`config.mk`:
```
export PLATFORM = sky130hd
export DESIGN_NAME = bdp_brake_ctrl
export DESIGN_NICKNAME = d
export VERILOG_FILES = /design/src/verilog/bdp_pkg.sv /design/src/verilog/bdp_tmr_if.sv /design/src/verilog/bdp_brake_ctrl.sv /design/src/verilog/bdp_hold_timer.sv
export SDC_FILE = /design/constraint.sdc
export NUM_CORES = 1
export LEC_CHECK = 0
export ABC_CLOCK_PERIOD_IN_PS = 7150
export BUFFER_PORTS_ARGS = -buffer_cell sky130_fd_sc_hd__clkbuf_2
export CORE_ASPECT_RATIO = 0.6
export CORE_MARGIN = 2
export CORE_UTILIZATION = 40
export CTS_BUF_LIST = sky130_fd_sc_hd__clkbuf_8
export DETAILED_ROUTE_END_ITERATION = 8
export GPL_ROUTABILITY_DRIVEN = 0
export HOLD_SLACK_MARGIN = 0.02
export REMOVE_ABC_BUFFERS = 1
export SYNTH_ARGS = -nofsm -noshare
export SYNTH_HDL_FRONTEND = slang
export SYNTH_SLANG_ARGS = --single-unit
```
`constraint.sdc`:
```
create_clock -name ref_clk -period 7.15 [get_ports ref_clk]
set_input_delay 0.715 -clock ref_clk [delete_from_list [all_inputs] [get_ports ref_clk]]
set_output_delay 0.715 -clock ref_clk [all_outputs]
set_load 0.02 [all_outputs]
```
`src/verilog/bdp_pkg.sv`:
```
/*
  Package of the brake and deceleration protection block: register map,
  field layout, reset values, state codes and tick timing.
  Assumes a 200 MHz ref_clk; frequencies in 0.01 Hz, currents in 0.1 %,
  delays in 0.01 s units.
*/
package bdp_pkg;

  localparam int BDP_CLK_HZ = 200_000_000;
  localparam int BDP_TICK_MS = 10;
  localparam int BDP_TICK_CYCLES = BDP_CLK_HZ / 1000 * BDP_TICK_MS;
  localparam int BDP_DIV_W = 22;
  localparam int BDP_DLY_W = 10;
  localparam int BDP_FREQ_W = 16;
  localparam int BDP_CUR_W = 11;

  localparam logic [7:0] BDP_A_CFG = 8'h00;
  localparam logic [7:0] BDP_A_RELAY = 8'h04;
  localparam logic [7:0] BDP_A_REL_CUR = 8'h08;
  localparam logic [7:0] BDP_A_REL_DLY = 8'h0C;
  localparam logic [7:0] BDP_A_FWD_F = 8'h10;
  localparam logic [7:0] BDP_A_REV_F = 8'h14;
  localparam logic [7:0] BDP_A_ENG_DLY = 8'h18;
  localparam logic [7:0] BDP_A_ENG_F = 8'h1C;
  localparam logic [7:0] BDP_A_DCB_DUR = 8'h20;
  localparam logic [7:0] BDP_A_DCB_LVL = 8'h24;
  localparam logic [7:0] BDP_A_TGT_F = 8'h28;
  localparam logic [7:0] BDP_A_STEP = 8'h2C;
  localparam logic [7:0] BDP_A_STATUS = 8'h30;
  localparam logic [7:0] BDP_A_FREQ = 8'h34;

  // configuration word field positions
  localparam int BDP_CFG_STOP_LSB = 0;
  localparam int BDP_CFG_STALL_LSB = 2;
  localparam int BDP_CFG_DVL_BIT = 5;
  localparam int BDP_CFG_CTL_LSB = 6;
  localparam int BDP_STALL_ACC_BIT = 0;
  localparam int BDP_STALL_CON_BIT = 1;
  localparam int BDP_STALL_DEC_BIT = 2;

  localparam logic [1:0] BDP_STOP_POWER_BRAKE = 2'h3;
  localparam logic [4:0] BDP_RELAY_BRAKE = 5'h13;

  localparam logic [1:0] BDP_RST_STOP = 2'h0;
  localparam logic [2:0] BDP_RST_STALL = 3'h0;
  localparam logic BDP_RST_DVL = 1'b0;
  localparam logic [1:0] BDP_RST_CTL = 2'h0;
  localparam logic [4:0] BDP_RST_RELAY = 5'h11;
  localparam logic [10:0] BDP_RST_REL_CUR = 11'h1F4;
  localparam logic [9:0] BDP_RST_REL_DLY = 10'h064;
  localparam logic [15:0] BDP_RST_FWD_F = 16'h0064;
  localparam logic [15:0] BDP_RST_REV_F = 16'h0064;
  localparam logic [9:0] BDP_RST_ENG_DLY = 10'h064;
  localparam logic [15:0] BDP_RST_ENG_F = 16'h00C8;
  localparam logic [9:0] BDP_RST_DCB_DUR = 10'h000;
  localparam logic [7:0] BDP_RST_DCB_LVL = 8'h00;
  localparam logic [15:0] BDP_RST_TGT_F = 16'h0000;
  localparam logic [15:0] BDP_RST_STEP = 16'h0001;

  typedef enum logic [3:0] {
    BDP_ST_IDLE = 4'h0,
    BDP_ST_TO_REL = 4'h1,
    BDP_ST_WAIT_CUR = 4'h2,
    BDP_ST_REL_HOLD = 4'h3,
    BDP_ST_RUN = 4'h4,
    BDP_ST_DECEL = 4'h5,
    BDP_ST_ENG_HOLD = 4'h6,
    BDP_ST_DC_BRAKE = 4'h7,
    BDP_ST_BLOCK = 4'h8
  } bdp_state_t;

endpackage : bdp_pkg

```
`src/verilog/bdp_tmr_if.sv`:
```
/*
  Interface between the sequencer and its hold timer: tick pulse, load
  strobe with a count in ticks, and the expiry level.
  Assumes both ends run on ref_clk.
*/
`timescale 1ns/1ps
interface bdp_tmr_if;
  import bdp_pkg::*;
  logic tick;
  logic load;
  logic [BDP_DLY_W-1:0] load_val;
  logic done;
  modport ctrl (input tick, input done, output load, output load_val);
  modport tmr (output tick, output done, input load, input load_val);
endinterface : bdp_tmr_if

```
`src/verilog/bdp_brake_ctrl.sv`:
```
/*
  Brake sequencing and deceleration overvoltage protection of a motor drive,
  with its register file on a plain strobe port.
  Assumes run, direction, overvoltage and current inputs come from outside
  the ref_clk domain; the current word is slow enough to sample plainly.
*/
`timescale 1ns/1ps
module bdp_brake_ctrl
  import bdp_pkg::*;
#(
  parameter int TICK_CYCLES = BDP_TICK_CYCLES
) (
  input wire logic ref_clk,
  input wire logic srst,
  input wire logic [7:0] reg_addr,
  input wire logic [31:0] reg_wdata,
  input wire logic reg_wr,
  input wire logic reg_rd,
  output logic [31:0] reg_rdata,
  input wire logic forward_run_command,
  input wire logic reverse_select,
  input wire logic dc_bus_over,
  input wire logic [BDP_CUR_W-1:0] motor_current,
  output logic [BDP_FREQ_W-1:0] out_freq,
  output logic brake_release,
  output logic stall_active,
  output logic power_brake_active,
  output logic decel_vlimit_en,
  output logic dc_brake_on,
  output logic [7:0] dc_brake_level_out,
  output logic output_block
);

  typedef struct packed {
    logic [1:0] stop_method_select;
    logic [2:0] stall_guard_select;
    logic decel_voltage_limit_select;
    logic [1:0] control_method_select;
    logic [4:0] relay_function_select;
    logic [BDP_CUR_W-1:0] release_current_level;
    logic [BDP_DLY_W-1:0] release_hold_delay;
    logic [BDP_FREQ_W-1:0] forward_release_frequency;
    logic [BDP_FREQ_W-1:0] reverse_release_frequency;
    logic [BDP_DLY_W-1:0] engage_hold_delay;
    logic [BDP_FREQ_W-1:0] engage_frequency;
    logic [BDP_DLY_W-1:0] dc_brake_duration;
    logic [7:0] dc_brake_level;
    logic [BDP_FREQ_W-1:0] target_freq;
    logic [BDP_FREQ_W-1:0] ramp_step;
    bdp_state_t st;
    logic [BDP_FREQ_W-1:0] freq;
    logic rev;
    logic brake;
    logic stall;
    logic pbrake;
    logic [31:0] rdata;
    logic run_s1;
    logic run_s2;
    logic rev_s1;
    logic rev_s2;
    logic ov_s1;
    logic ov_s2;
    logic [BDP_CUR_W-1:0] cur_s1;
    logic [BDP_CUR_W-1:0] cur_s2;
  } bdp_state_reg_t;

  bdp_state_reg_t s_r;
  bdp_state_reg_t s_nxt;
  bdp_tmr_if tif ();

  bdp_hold_timer #(
    .TICK_CYCLES(TICK_CYCLES)
  ) u_timer (
    .ref_clk(ref_clk),
    .srst(srst),
    .tif(tif)
  );

  // step up toward lim without overshoot; caller guarantees f <= lim
  function automatic logic [BDP_FREQ_W-1:0] ramp_up(
    input logic [BDP_FREQ_W-1:0] f,
    input logic [BDP_FREQ_W-1:0] stp,
    input logic [BDP_FREQ_W-1:0] lim
  );
    if ((lim - f) <= stp) begin
      return lim;
    end
    return f + stp;
  endfunction : ramp_up

  // step down toward lim without undershoot; caller guarantees f >= lim
  function automatic logic [BDP_FREQ_W-1:0] ramp_dn(
    input logic [BDP_FREQ_W-1:0] f,
    input logic [BDP_FREQ_W-1:0] stp,
    input logic [BDP_FREQ_W-1:0] lim
  );
    if ((f - lim) <= stp) begin
      return lim;
    end
    return f - stp;
  endfunction : ramp_dn

  logic pb_en;
  logic bseq_en;
  logic dvl_vis;
  logic acc_ph;
  logic con_ph;
  logic dec_ph;
  logic stall_on;
  logic pb_on;
  logic hold_ramp;
  logic reaccel;
  logic dcb_cfg;
  logic [BDP_FREQ_W-1:0] rel_f;
  logic [BDP_FREQ_W-1:0] floor_f;

  always_comb begin
    pb_en = (s_r.stop_method_select == BDP_STOP_POWER_BRAKE);
    bseq_en = (s_r.relay_function_select == BDP_RELAY_BRAKE);
    dvl_vis = s_r.decel_voltage_limit_select
      & s_r.stall_guard_select[BDP_STALL_DEC_BIT];
    rel_f = s_r.rev ? s_r.reverse_release_frequency
      : s_r.forward_release_frequency;
    floor_f = bseq_en ? s_r.engage_frequency : '0;
    dcb_cfg = (s_r.dc_brake_duration != '0) && (s_r.dc_brake_level != '0);
    acc_ph = (s_r.st == BDP_ST_TO_REL)
      || (s_r.st == BDP_ST_RUN && s_r.freq < s_r.target_freq);
    con_ph = (s_r.st == BDP_ST_RUN && s_r.freq == s_r.target_freq);
    dec_ph = (s_r.st == BDP_ST_DECEL)
      || (s_r.st == BDP_ST_RUN && s_r.freq > s_r.target_freq);
    stall_on = (acc_ph & s_r.stall_guard_select[BDP_STALL_ACC_BIT])
      | (con_ph & s_r.stall_guard_select[BDP_STALL_CON_BIT])
      | (dec_ph & s_r.stall_guard_select[BDP_STALL_DEC_BIT] & ~pb_en);
    pb_on = dec_ph & pb_en;
    // pausing the ramp lowers the effective slope while the bus is high
    hold_ramp = s_r.ov_s2 & stall_on;
    // power braking lifts the frequency only while it is below target_freq, so the motor stops regenerating
    reaccel = s_r.ov_s2 & pb_on & (s_r.freq < s_r.target_freq);
  end

  always_comb begin
    s_nxt = s_r;
    tif.load = 1'b0;
    tif.load_val = '0;

    s_nxt.run_s1 = forward_run_command;
    s_nxt.run_s2 = s_r.run_s1;
    s_nxt.rev_s1 = reverse_select;
    s_nxt.rev_s2 = s_r.rev_s1;
    s_nxt.ov_s1 = dc_bus_over;
    s_nxt.ov_s2 = s_r.ov_s1;
    s_nxt.cur_s1 = motor_current;
    s_nxt.cur_s2 = s_r.cur_s1;
    s_nxt.stall = hold_ramp;
    s_nxt.pbrake = s_r.ov_s2 & pb_on;

    s_nxt.rdata = '0;
    if (reg_rd) begin
      if (reg_addr == BDP_A_CFG) begin
        s_nxt.rdata = {24'h000000, s_r.control_method_select, dvl_vis,
          s_r.stall_guard_select, s_r.stop_method_select};
      end else if (reg_addr == BDP_A_RELAY) begin
        s_nxt.rdata = {27'h0000000, s_r.relay_function_select};
      end else if (bseq_en && reg_addr == BDP_A_REL_CUR) begin
        s_nxt.rdata = {21'h000000, s_r.release_current_level};
      end else if (bseq_en && reg_addr == BDP_A_REL_DLY) begin
        s_nxt.rdata = {22'h000000, s_r.release_hold_delay};
      end else if (bseq_en && reg_addr == BDP_A_FWD_F) begin
        s_nxt.rdata = {16'h0000, s_r.forward_release_frequency};
      end else if (bseq_en && reg_addr == BDP_A_REV_F) begin
        s_nxt.rdata = {16'h0000, s_r.reverse_release_frequency};
      end else if (bseq_en && reg_addr == BDP_A_ENG_DLY) begin
        s_nxt.rdata = {22'h000000, s_r.engage_hold_delay};
      end else if (bseq_en && reg_addr == BDP_A_ENG_F) begin
        s_nxt.rdata = {16'h0000, s_r.engage_frequency};
      end else if (reg_addr == BDP_A_DCB_DUR) begin
        s_nxt.rdata = {22'h000000, s_r.dc_brake_duration};
      end else if (reg_addr == BDP_A_DCB_LVL) begin
        s_nxt.rdata = {24'h000000, s_r.dc_brake_level};
      end else if (reg_addr == BDP_A_TGT_F) begin
        s_nxt.rdata = {16'h0000, s_r.target_freq};
      end else if (reg_addr == BDP_A_STEP) begin
        s_nxt.rdata = {16'h0000, s_r.ramp_step};
      end else if (reg_addr == BDP_A_STATUS) begin
        s_nxt.rdata = {20'h00000, s_r.st, s_r.rev, s_r.ov_s2, s_r.pbrake,
          s_r.stall, bseq_en, pb_en, dvl_vis, s_r.brake};
      end else if (reg_addr == BDP_A_FREQ) begin
        s_nxt.rdata = {16'h0000, s_r.freq};
      end
    end

    if (reg_wr) begin
      if (reg_addr == BDP_A_CFG) begin
        s_nxt.stop_method_select = reg_wdata[BDP_CFG_STOP_LSB +: 2];
        s_nxt.stall_guard_select = reg_wdata[BDP_CFG_STALL_LSB +: 3];
        s_nxt.decel_voltage_limit_select = reg_wdata[BDP_CFG_DVL_BIT];
        s_nxt.control_method_select = reg_wdata[BDP_CFG_CTL_LSB +: 2];
      end else if (reg_addr == BDP_A_RELAY) begin
        s_nxt.relay_function_select = reg_wdata[4:0];
      end else if (bseq_en && reg_addr == BDP_A_REL_CUR) begin
        s_nxt.release_current_level = reg_wdata[BDP_CUR_W-1:0];
      end else if (bseq_en && reg_addr == BDP_A_REL_DLY) begin
        s_nxt.release_hold_delay = reg_wdata[BDP_DLY_W-1:0];
      end else if (bseq_en && reg_addr == BDP_A_FWD_F) begin
        s_nxt.forward_release_frequency = reg_wdata[BDP_FREQ_W-1:0];
      end else if (bseq_en && reg_addr == BDP_A_REV_F) begin
        s_nxt.reverse_release_frequency = reg_wdata[BDP_FREQ_W-1:0];
      end else if (bseq_en && reg_addr == BDP_A_ENG_DLY) begin
        s_nxt.engage_hold_delay = reg_wdata[BDP_DLY_W-1:0];
      end else if (bseq_en && reg_addr == BDP_A_ENG_F) begin
        s_nxt.engage_frequency = reg_wdata[BDP_FREQ_W-1:0];
      end else if (reg_addr == BDP_A_DCB_DUR) begin
        s_nxt.dc_brake_duration = reg_wdata[BDP_DLY_W-1:0];
      end else if (reg_addr == BDP_A_DCB_LVL) begin
        s_nxt.dc_brake_level = reg_wdata[7:0];
      end else if (reg_addr == BDP_A_TGT_F) begin
        s_nxt.target_freq = reg_wdata[BDP_FREQ_W-1:0];
      end else if (reg_addr == BDP_A_STEP) begin
        s_nxt.ramp_step = reg_wdata[BDP_FREQ_W-1:0];
      end
    end

    case (s_r.st)
      BDP_ST_IDLE: begin
        s_nxt.freq = '0;
        s_nxt.brake = 1'b0;
        if (s_r.run_s2) begin
          s_nxt.rev = s_r.rev_s2;
          // brake sequencing assumes plain V/f control was chosen by software
          s_nxt.st = bseq_en ? BDP_ST_TO_REL : BDP_ST_RUN;
        end
      end
      BDP_ST_TO_REL: begin
        if (!s_r.run_s2) begin
          s_nxt.st = BDP_ST_DECEL;
        end else if (s_r.freq >= rel_f) begin
          s_nxt.freq = rel_f;
          s_nxt.st = BDP_ST_WAIT_CUR;
        end else if (tif.tick && !hold_ramp) begin
          s_nxt.freq = ramp_up(s_r.freq, s_r.ramp_step, rel_f);
        end
      end
      BDP_ST_WAIT_CUR: begin
        if (!s_r.run_s2) begin
          s_nxt.st = BDP_ST_DECEL;
        end else if (s_r.cur_s2 >= s_r.release_current_level) begin
          s_nxt.brake = 1'b1;
          tif.load = 1'b1;
          tif.load_val = s_r.release_hold_delay;
          s_nxt.st = BDP_ST_REL_HOLD;
        end
      end
      BDP_ST_REL_HOLD: begin
        if (!s_r.run_s2) begin
          s_nxt.st = BDP_ST_DECEL;
        end else if (tif.done) begin
          s_nxt.st = BDP_ST_RUN;
        end
      end
      BDP_ST_RUN: begin
        if (!s_r.run_s2) begin
          s_nxt.st = BDP_ST_DECEL;
        end else if (tif.tick && !hold_ramp) begin
          if (reaccel) begin
            s_nxt.freq = ramp_up(s_r.freq, s_r.ramp_step, s_r.target_freq);
          end else if (s_r.freq < s_r.target_freq) begin
            s_nxt.freq = ramp_up(s_r.freq, s_r.ramp_step, s_r.target_freq);
          end else if (s_r.freq > s_r.target_freq) begin
            s_nxt.freq = ramp_dn(s_r.freq, s_r.ramp_step, s_r.target_freq);
          end
        end
      end
      BDP_ST_DECEL: begin
        if (s_r.run_s2 && (s_r.brake || !bseq_en)) begin
          s_nxt.st = BDP_ST_RUN;
        end else if (s_r.run_s2) begin
          s_nxt.st = BDP_ST_TO_REL;
        end else if (s_r.freq <= floor_f) begin
          if (bseq_en) begin
            s_nxt.brake = 1'b0;
            tif.load = 1'b1;
            tif.load_val = s_r.engage_hold_delay;
            s_nxt.st = BDP_ST_ENG_HOLD;
          end else if (dcb_cfg) begin
            s_nxt.freq = '0;
            tif.load = 1'b1;
            tif.load_val = s_r.dc_brake_duration;
            s_nxt.st = BDP_ST_DC_BRAKE;
          end else begin
            s_nxt.freq = '0;
            s_nxt.st = BDP_ST_BLOCK;
          end
        end else if (tif.tick && !hold_ramp) begin
          if (reaccel) begin
            s_nxt.freq = ramp_up(s_r.freq, s_r.ramp_step, s_r.target_freq);
          end else begin
            s_nxt.freq = ramp_dn(s_r.freq, s_r.ramp_step, floor_f);
          end
        end
      end
      BDP_ST_ENG_HOLD: begin
        if (tif.done) begin
          s_nxt.freq = '0;
          if (dcb_cfg) begin
            tif.load = 1'b1;
            tif.load_val = s_r.dc_brake_duration;
            s_nxt.st = BDP_ST_DC_BRAKE;
          end else begin
            s_nxt.st = BDP_ST_BLOCK;
          end
        end
      end
      BDP_ST_DC_BRAKE: begin
        if (tif.done) begin
          s_nxt.st = BDP_ST_BLOCK;
        end
      end
      BDP_ST_BLOCK: begin
        // a fresh start needs the run command to drop first
        if (!s_r.run_s2) begin
          s_nxt.st = BDP_ST_IDLE;
        end
      end
      default: begin
        s_nxt.st = BDP_ST_IDLE;
      end
    endcase
  end

  always_ff @(posedge ref_clk) begin
    if (srst) begin
      s_r <= '0;
      s_r.stop_method_select <= BDP_RST_STOP;
      s_r.stall_guard_select <= BDP_RST_STALL;
      s_r.decel_voltage_limit_select <= BDP_RST_DVL;
      s_r.control_method_select <= BDP_RST_CTL;
      s_r.relay_function_select <= BDP_RST_RELAY;
      s_r.release_current_level <= BDP_RST_REL_CUR;
      s_r.release_hold_delay <= BDP_RST_REL_DLY;
      s_r.forward_release_frequency <= BDP_RST_FWD_F;
      s_r.reverse_release_frequency <= BDP_RST_REV_F;
      s_r.engage_hold_delay <= BDP_RST_ENG_DLY;
      s_r.engage_frequency <= BDP_RST_ENG_F;
      s_r.dc_brake_duration <= BDP_RST_DCB_DUR;
      s_r.dc_brake_level <= BDP_RST_DCB_LVL;
      s_r.target_freq <= BDP_RST_TGT_F;
      s_r.ramp_step <= BDP_RST_STEP;
      s_r.st <= BDP_ST_IDLE;
    end else begin
      s_r <= s_nxt;
    end
  end

  assign reg_rdata = s_r.rdata;
  assign out_freq = s_r.freq;
  assign brake_release = s_r.brake;
  assign stall_active = s_r.stall;
  assign power_brake_active = s_r.pbrake;
  assign decel_vlimit_en = dvl_vis;
  assign dc_brake_on = (s_r.st == BDP_ST_DC_BRAKE);
  assign dc_brake_level_out = dc_brake_on ? s_r.dc_brake_level : 8'h00;
  assign output_block = (s_r.st == BDP_ST_IDLE) || (s_r.st == BDP_ST_BLOCK);

endmodule : bdp_brake_ctrl

```
`src/verilog/bdp_hold_timer.sv`:
```
/*
  Hold timer: divides ref_clk to a 0.01 s tick and counts a loaded delay
  down in ticks. Assumes load is a one-cycle strobe from the sequencer.
*/
`timescale 1ns/1ps
module bdp_hold_timer
  import bdp_pkg::*;
#(
  parameter int TICK_CYCLES = BDP_TICK_CYCLES
) (
  input wire logic ref_clk,
  input wire logic srst,
  bdp_tmr_if.tmr tif
);

  typedef struct packed {
    logic [BDP_DIV_W-1:0] div;
    logic [BDP_DLY_W-1:0] cnt;
    logic tick;
  } bdp_tmr_state_t;

  bdp_tmr_state_t s_r;
  bdp_tmr_state_t s_nxt;

  always_comb begin
    s_nxt = s_r;
    s_nxt.tick = 1'b0;
    if (s_r.div == BDP_DIV_W'(TICK_CYCLES - 1)) begin
      s_nxt.div = '0;
      s_nxt.tick = 1'b1;
    end else begin
      s_nxt.div = s_r.div + 1'b1;
    end
    if (tif.load) begin
      s_nxt.cnt = tif.load_val;
    end else if (s_r.tick && s_r.cnt != '0) begin
      s_nxt.cnt = s_r.cnt - 1'b1;
    end
  end

  always_ff @(posedge ref_clk) begin
    if (srst) begin
      s_r <= '0;
    end else begin
      s_r <= s_nxt;
    end
  end

  assign tif.tick = s_r.tick;
  assign tif.done = (s_r.cnt == '0);

endmodule : bdp_hold_timer

```
==> results of run 1 <==
power by group through the flow:
stage	Sequential (W)	Clock, W	Combinational (W)
global placement	0.00151	0	0.00338
finish	0.00149	0.00127	0.00368
CTS	0.00148	0.00128	0.00350
detailed placement	0.00151	0	0.00347
floorplan	0.00150	0	0.00242
global route	0.00149	0.00134	0.00395
registers in the layout (all words and copies together), names as in the netlist:
name	count
out_freq	16
s_r	161
u_timer.s_r	32
u_timer.tif.tick	1
s_nxt	14
stall_active	1
power_brake_active	1
reg_rdata	16
brake_release	1
kinds of logic after synthesis:
group                      after synthesis  share of synthesized area
xor gates and xnor gates               103                     0.0500
adders and majority gates              176                      0.124
and+or+nand+nor                        880                      0.225
buffers and inverters                  272                     0.0676
AOI/OAI and AO/OA                      638                      0.227
other                                    1                   0.000208
DFF                                    243                      0.269
muxes                                   65                     0.0376
how the worst max path moves through the flow:
| stage | cells past startpoint | slack (ns) | end | start |
|---|---|---|---|---|
| after floorplan | 21 | 1.51 | out_freq[9] | out_freq[1] |
| final | 24 | 0.59 | out_freq[7] | s_r[215] |
| after CTS | 21 | 0.90 | out_freq[9] | out_freq[1] |
| after global placement | 21 | 1.0 | out_freq[9] | out_freq[1] |
| after detailed placement | 21 | 0.94 | out_freq[9] | out_freq[1] |
| after global routing | 24 | 0.37 | out_freq[7] | s_r[216] |
layout make-up:
cell class,count,area (sq um),share of cell area
multi-input cells,1878,12100,0.619
flip-flops and latches,243,4860,0.250
well taps,589,737,0.0378
clock buffers,49,674,0.0346
repair buffers,116,662,0.0340
inverters,99,372,0.0191
clock inverters,19,114,0.00584
diodes,2,5.00,0.000257
worst max-delay path, cell delays in order, from the launching register on:
cell and delay (ns):
dfxtp_1 0.33, nor2_1 0.13, and4_1 0.43, nand2_1 0.17, ha_1 0.32, a21o_1 0.18
a21oi_1 0.24, o21bai_1 0.15, a31oi_1 0.36, o2111ai_1 0.33, a31oi_1 0.29, nand2b_1 0.10
a21oi_1 0.18, xnor2_1 0.16, ha_1 0.28, nand4_1 0.21, nor2_1 0.08, a221oi_1 0.30
or3b_2 0.68, nand2_1 0.18, nand2_1 0.26, nor2_1 0.51, a221o_1 0.24, a211oi_1 0.05
a221oi_1 0.31
per-layer routing:
metal  up-vias  wire [microns]  track usage
li1       8407               -            -
met1      8699           32300        0.447
met2      1204           25300        0.376
met3       118           10500        0.102
met4         2            1400       0.0592
met5         -              22            0
cell usage after synthesis (19+ instances only):
cell type	instances
nand2_1	396
a21oi_1	258
dfxtp_1	243
ha_1	169
nor2_1	165
clkbuf_1	111
inv_1	99
o21ai_0	96
nand3_1	68
xnor2_1	59
nor2b_1	49
buf_4	48
xor2_1	44
mux2i_1	43
a211oi_1	39
nand4_1	38
nor3_1	35
a21o_1	28
a221oi_1	23
and3_1	22
mux2_2	22
nand2b_1	22
o211ai_1	20
a31oi_1	19
metrics by stage:
step	power, W	std cells	setup WS, ns
2_1_floorplan	0.00393	2220	1.51
4_1_cts	0.00626	2993	0.895
3_5_place_dp	0.00499	2925	0.943
6_report	0.00643	2995	0.594
3_3_place_gp	0.00489	2925	0.997
5_1_grt	0.00678	2994	0.373
==> run_results.csv, run 1 <==
group,metric,value,unit
run_status,outcome,"completed",
placed_design,port_buffers,87,
route,vias,18400,
layout,postLayoutCoreUtil,0.436,
synth,syn_inst,2378,
timing,setup_tns,0,ns
synth,synth-seq-area-share,0.269,
synth,ys_seq_elements,243,
route,detail_route.wl_per_cell,23.2,microns
die,fp.dieW,278,microns
synth,synth.largest_area_cell,"dfxtp_1",
pwr,power.internal,0.00344,W
die,initial_utilization,0.404,
route,wirelength,69400,microns
timing,drv_slew,0,
die,die-area,0.0469,sq mm
pwr,combPwrFrac,0.571,
grt,grt_pass1_vias,16800,
layout,nets,2610,
synth,synth-edff-count,0,
layout,mostFrequentLayoutCells,"nand2_1, a21oi_1, dfxtp_1",
pwr,switching_share,0.466,
die,placementRows,60,
route,drc,0,
min_path,hold_class,"in2reg",
layout,final_layout_size_suffix_gt1_frac,0.0957,
layout,syn2layout_area_growth,7.93,%
grt,grt_pass1_wl,105000,microns
grt,antenna_found_initial,3,
worst_setup_path,arrival,7.06,ns
die,core-area,0.0447,sq mm
timing,worst_pin_slew,1.38,ns
flow_run,cap_violations,0,
cts,clk_path_buf_depth,3,
pwr,p_sw,0.00300,W
min_path,hp-start,"reverse_select",
synth,synth_area_leaders,"dfxtp_1, ha_1, nand2_1, a21oi_1, nor2_1",
pwr,seqPwrFrac,0.231,
grt,grt_usage,0.290,
synth,async_flop_share,0,
cts,hold_buffers,0,
route,drt_iter0_drc,2369,
timing,max_slew_margin,0.0760,
grt,overflow,0,
worst_setup_path,required,7.65,ns
worst_setup_path,end_kind,"register",
synth,synth_top_area_frac,0.269,
layout,final_common_cell,"nand2_1",
cts,htree_levels,2,
synth,postSynthAreaPerCell,7.59,sq um
worst_setup_path,r2r_cells,24,
die,chipHeight,169,microns
timing,min_period,6.56,ns
worst_setup_path,crit_type,"reg2reg",
cts,cts_sinks,243,
cts,cts_resized,0,
layout,fin_area,0.0195,sq mm
cts,post_cts_buffers,0,
pwr,ir_worst_vdd,0.169,mV
timing,rsz0062_at_grt,"false",
synth,netlist_area,0.0181,sq mm
placed_design,post-dp-hpwl,53300,microns
timing,setup_violations,0,
route,vias_per_cell,6.15,
timing,final_hold_viol_count,0,
cts,cts_tree,"done",
cts,cts.clk_slew.worst_paths,0.07,ns
worst_setup_path,r2r_end,"out_freq[7]",
timing,fmax,153,MHz
cts,cts_buffers,39,
min_path,min_path_cells,2,
pwr,powerDensity,330,mW/mm^2
worst_setup_path,start_kind,"register",
route,drt-pass1-iter-count,7,
grt,grt_max_degree,93,
synth,yosys_warnings,0,
cts,cts-root-buf,"clkbuf_8",
timing,hold-worst-slack,0.338,ns
timing,finClkSkew,0.0448,ns
layout,fill_cells,4534,
min_path,hold_end,"s_nxt[24]",
die,io_pins,120,
cts,insertion_delay,0.60,ns
placed_design,placed_area,0.0187,sq mm
pwr,power_leakage,7.61,nW
synth,synth-main-ff-cell,"dfxtp_1",
worst_setup_path,r2r_start,"s_r[215]",
worst_setup_path,rrSetupSlack,0.59,ns
worst_setup_path,path_max_fanout,14,
timing,min_period_over_period,0.917,
pwr,clkPwrFrac,0.198,
route,ant_nets,0,
synth,ys_types,83,
(Power assumes the default switching activity.)
==> run 2, diff against run 1 <==
--- a/config.mk
+++ b/config.mk
@@ -14,7 +14,7 @@
 export DETAILED_ROUTE_END_ITERATION = 8
 export GPL_ROUTABILITY_DRIVEN = 0
 export HOLD_SLACK_MARGIN = 0.02
-export REMOVE_ABC_BUFFERS = 1
 export SYNTH_ARGS = -nofsm -noshare
 export SYNTH_HDL_FRONTEND = slang
+export SYNTH_HIERARCHICAL = 1
 export SYNTH_SLANG_ARGS = --single-unit
==> run 2 against run 1 <==
First-iteration DRC count is 9.2% higher. Flip-flop and latch count stayed put. Cell count is 2.0% higher. Routed wire length is 0.64% higher. Register-to-register slack hardly changed. Fmax is 0.16% higher. Critical endpoint is now out_freq[13]. Largest cell class unchanged. Highest routed layer is now met4.
==> run_results.csv, run 2 <==
group,metric,value,unit
run_status,outcome,"completed",
timing,setup_tns,0,ns
grt,met3_usage,0.0903,
worst_setup_path,crit_type,"reg2reg",
layout,antenna_cells,0,
grt,grt_pass1_vias,16500,
worst_setup_path,start_kind,"register",
die,fp.dieW,283,microns
worst_setup_path,cp_num_buf_inv,1,
worst_setup_path,r2r_cells,23,
cts,cts_tree,"done",
route,drt_iter0_drc,2586,
die,placementRows,61,
timing,worst_pin_slew,1.32,ns
worst_setup_path,path_common_cell,"o21ai_0",
synth,synth-seq-area-share,0.261,
synth,ys_types,111,
synth,synth_top_area_frac,0.261,
synth,synth.largest_area_cell,"dfxtp_1",
worst_setup_path,cpPeakStageDelay,0.58,ns
die,chipHeight,171,microns
cts,htree_levels,2,
timing,drv_slew,0,
layout,regMostFlops,"s_r",
timing,setup_violations,0,
synth,ys_seq_elements,243,
worst_setup_path,path_cells,"nor2_1 > and4_1 > nand2_1 > ha_1 > nor2b_1 > o21ai_0 > a21boi_0 > o21a_1 > o21ai_0 > nor2b_1 > o21ai_0 > a21oi_1 > o311ai_0 > ha_1 > and4_1 > a221oi_1 > o21ai_0 > o31a_1 > a32oi_2 > inv_1 > a211oi_1 > o211ai_1 > a22o_1",
synth,synth-edff-count,0,
cts,cts-root-buf,"clkbuf_8",
layout,top_regs,"s_r x161, u_timer/s_r x32",
layout,mostFrequentLayoutCells,"nand2_1, a21oi_1, dfxtp_1",
grt,busiest_layer,"met1",
layout,nets,2637,
synth,netlist_area,0.0186,sq mm
grt,grt_usage,0.282,
route,vias_per_cell,6.05,
timing,min_period_over_period,0.915,
route,vias,18500,
cts,cts_sinks,243,
grt,overflow,0,
cts,insertion_delay,0.59,ns
grt,grt_use_met1,0.441,
synth,yosys_warnings,6,
worst_setup_path,r2r_end,"out_freq[13]",
layout,final_layout_size_suffix_gt1_frac,0.110,
route,detail_route.wl_per_cell,22.9,microns
timing,finClkSkew,0.0484,ns
die,core-area,0.0462,sq mm
synth,synth_common_cells,"nand2_1, a21oi_1, dfxtp_1",
layout,largest_reg_flops,161,
cts,cts.clk_slew.worst_paths,0.07,ns
timing,fmax,153,MHz
route,ant_nets,0,
cts,cts_buffers,37,
route,drt-pass1-iter-count,9,
layout,syn2layout_area_growth,7.18,%
placed_design,post-dp-hpwl,54500,microns
timing,max_slew_margin,0.117,
cts,clk_path_buf_depth,3,
placed_design,port_buffers,87,
die,io_pins,120,
cts,hold_buffers,0,
synth,synth-main-ff-cell,"dfxtp_1",
synth,postSynthAreaPerCell,7.75,sq um
worst_setup_path,path_max_fanout,12,
route,wirelength,69900,microns
cts,cts_resized,0,
min_path,min_path_cells,2,
die,die-area,0.0484,sq mm
worst_setup_path,arrival,7.02,ns
synth,yosysMostFrequentCell,"nand2_1",
grt,grt_pass1_wl,104000,microns
min_path,hold_class,"in2reg",
flow_run,cap_violations,0,
cts,post_cts_buffers,0,
synth,synth_area_leaders,"dfxtp_1, ha_1, nand2_1, a21oi_1, nor2_1",
worst_setup_path,required,7.62,ns
grt,antenna_found_initial,0,
min_path,hold_end,"s_nxt[26]",
timing,final_hold_viol_count,0,
worst_setup_path,r2r_start,"s_r[215]",
grt,grt_use_met2,0.366,
route,drc,0,
synth,async_flop_share,0,
synth,syn_inst,2405,
min_path,hp-start,"forward_run_command",
timing,min_period,6.55,ns
worst_setup_path,critPathTopFamily,"compound AO/OA/AOI/OAI gates",
die,initial_utilization,0.404,
worst_setup_path,end_kind,"register",
worst_setup_path,crit_slowest_cell,"and4_1",
layout,final_common_cell,"nand2_1",
timing,rsz0062_at_grt,"false",
worst_setup_path,rrSetupSlack,0.60,ns
grt,grt_max_degree,90,
run 2: changes by cell type in the layout (fill, tap and decap cells not counted), sizes merged, moves of 12 or more:
cell and delta:
mux2i +13, inv +24, nand3b +13, nor2 +19, xor2 -18, a22o +12
o21ai -12, nand2 -36, a211oi -12, o21a +13
run 2: how the worst max path moves through the flow:
| stage | from | to | cells past startpoint |
|---|---|---|---|
| floorplan | s_r[215] | out_freq[2] | 28 |
| global placement | s_r[215] | out_freq[13] | 24 |
| detailed placement | s_r[215] | out_freq[13] | 23 |
| CTS | s_r[215] | out_freq[13] | 23 |
| global route | s_r[215] | out_freq[13] | 23 |
| finish | s_r[215] | out_freq[13] | 23 |
run 2: worst register-to-register path, delay by kind of cell, from the launching register on:
family / cells / cell delay [ns]
AND/OR/NAND/NOR: 6 / 1.41
AO/OA/AOI/OAI: 14 / 3.82
flip-flops: 1 / 0.33
buffers and inverters: 1 / 0.18
adder cells (fa/ha/maj): 2 / 0.68
run 2: cell families (layout without fill, tap and decap cells):
group           Yosys count  in the layout  synth area share
mux                      81             81            0.0452
simple gates            866            866             0.222
other cells               1             16          0.000201
buf+inv                 302            308            0.0754
xor+xnor                 92             92            0.0432
compound gates          644            644             0.232
fa+ha+maj               176            176             0.121
flops                   243            243             0.261
run 2: routing by layer:
metal  share of wire  up-vias
met5               0        -
met4           0.018        0
met2            0.37     1097
met1            0.47     8784
met3            0.14      107
li1                -     8492
run 2: cell type report:
| cell class | count | area (sq um) |
|---|---|---|
| fill | 4659 | 26200 |
| tap | 630 | 788 |
| clock inverter | 18 | 119 |
| sequential | 243 | 4860 |
| timing repair buffer | 121 | 697 |
| clock buffer | 44 | 606 |
| inverter | 125 | 469 |
| multi-input combinational | 1875 | 12400 |
run 2: per-stage QoR:
| step | cell area (sq um) | hold WS [ns] | utilization | setup WS, ns | std cells |
|---|---|---|---|---|---|
| after floorplan | 18700 | 0.414 | - | 1.86 | 2420 |
| after global placement | 19200 | 0.421 | 0.417 | 1.01 | 2994 |
| after detailed placement | 19200 | 0.425 | 0.417 | 0.895 | 2994 |
| after CTS | 20000 | 0.331 | 0.433 | 0.849 | 3056 |
| after global routing | 20000 | 0.333 | 0.433 | 0.337 | 3056 |
| final | 20000 | 0.341 | 0.433 | 0.604 | 3056 |
Power of run 2 is left out: the tool's default activity adds up to more than one toggle a clock period on the data nets, which glitch-free logic cannot reach.
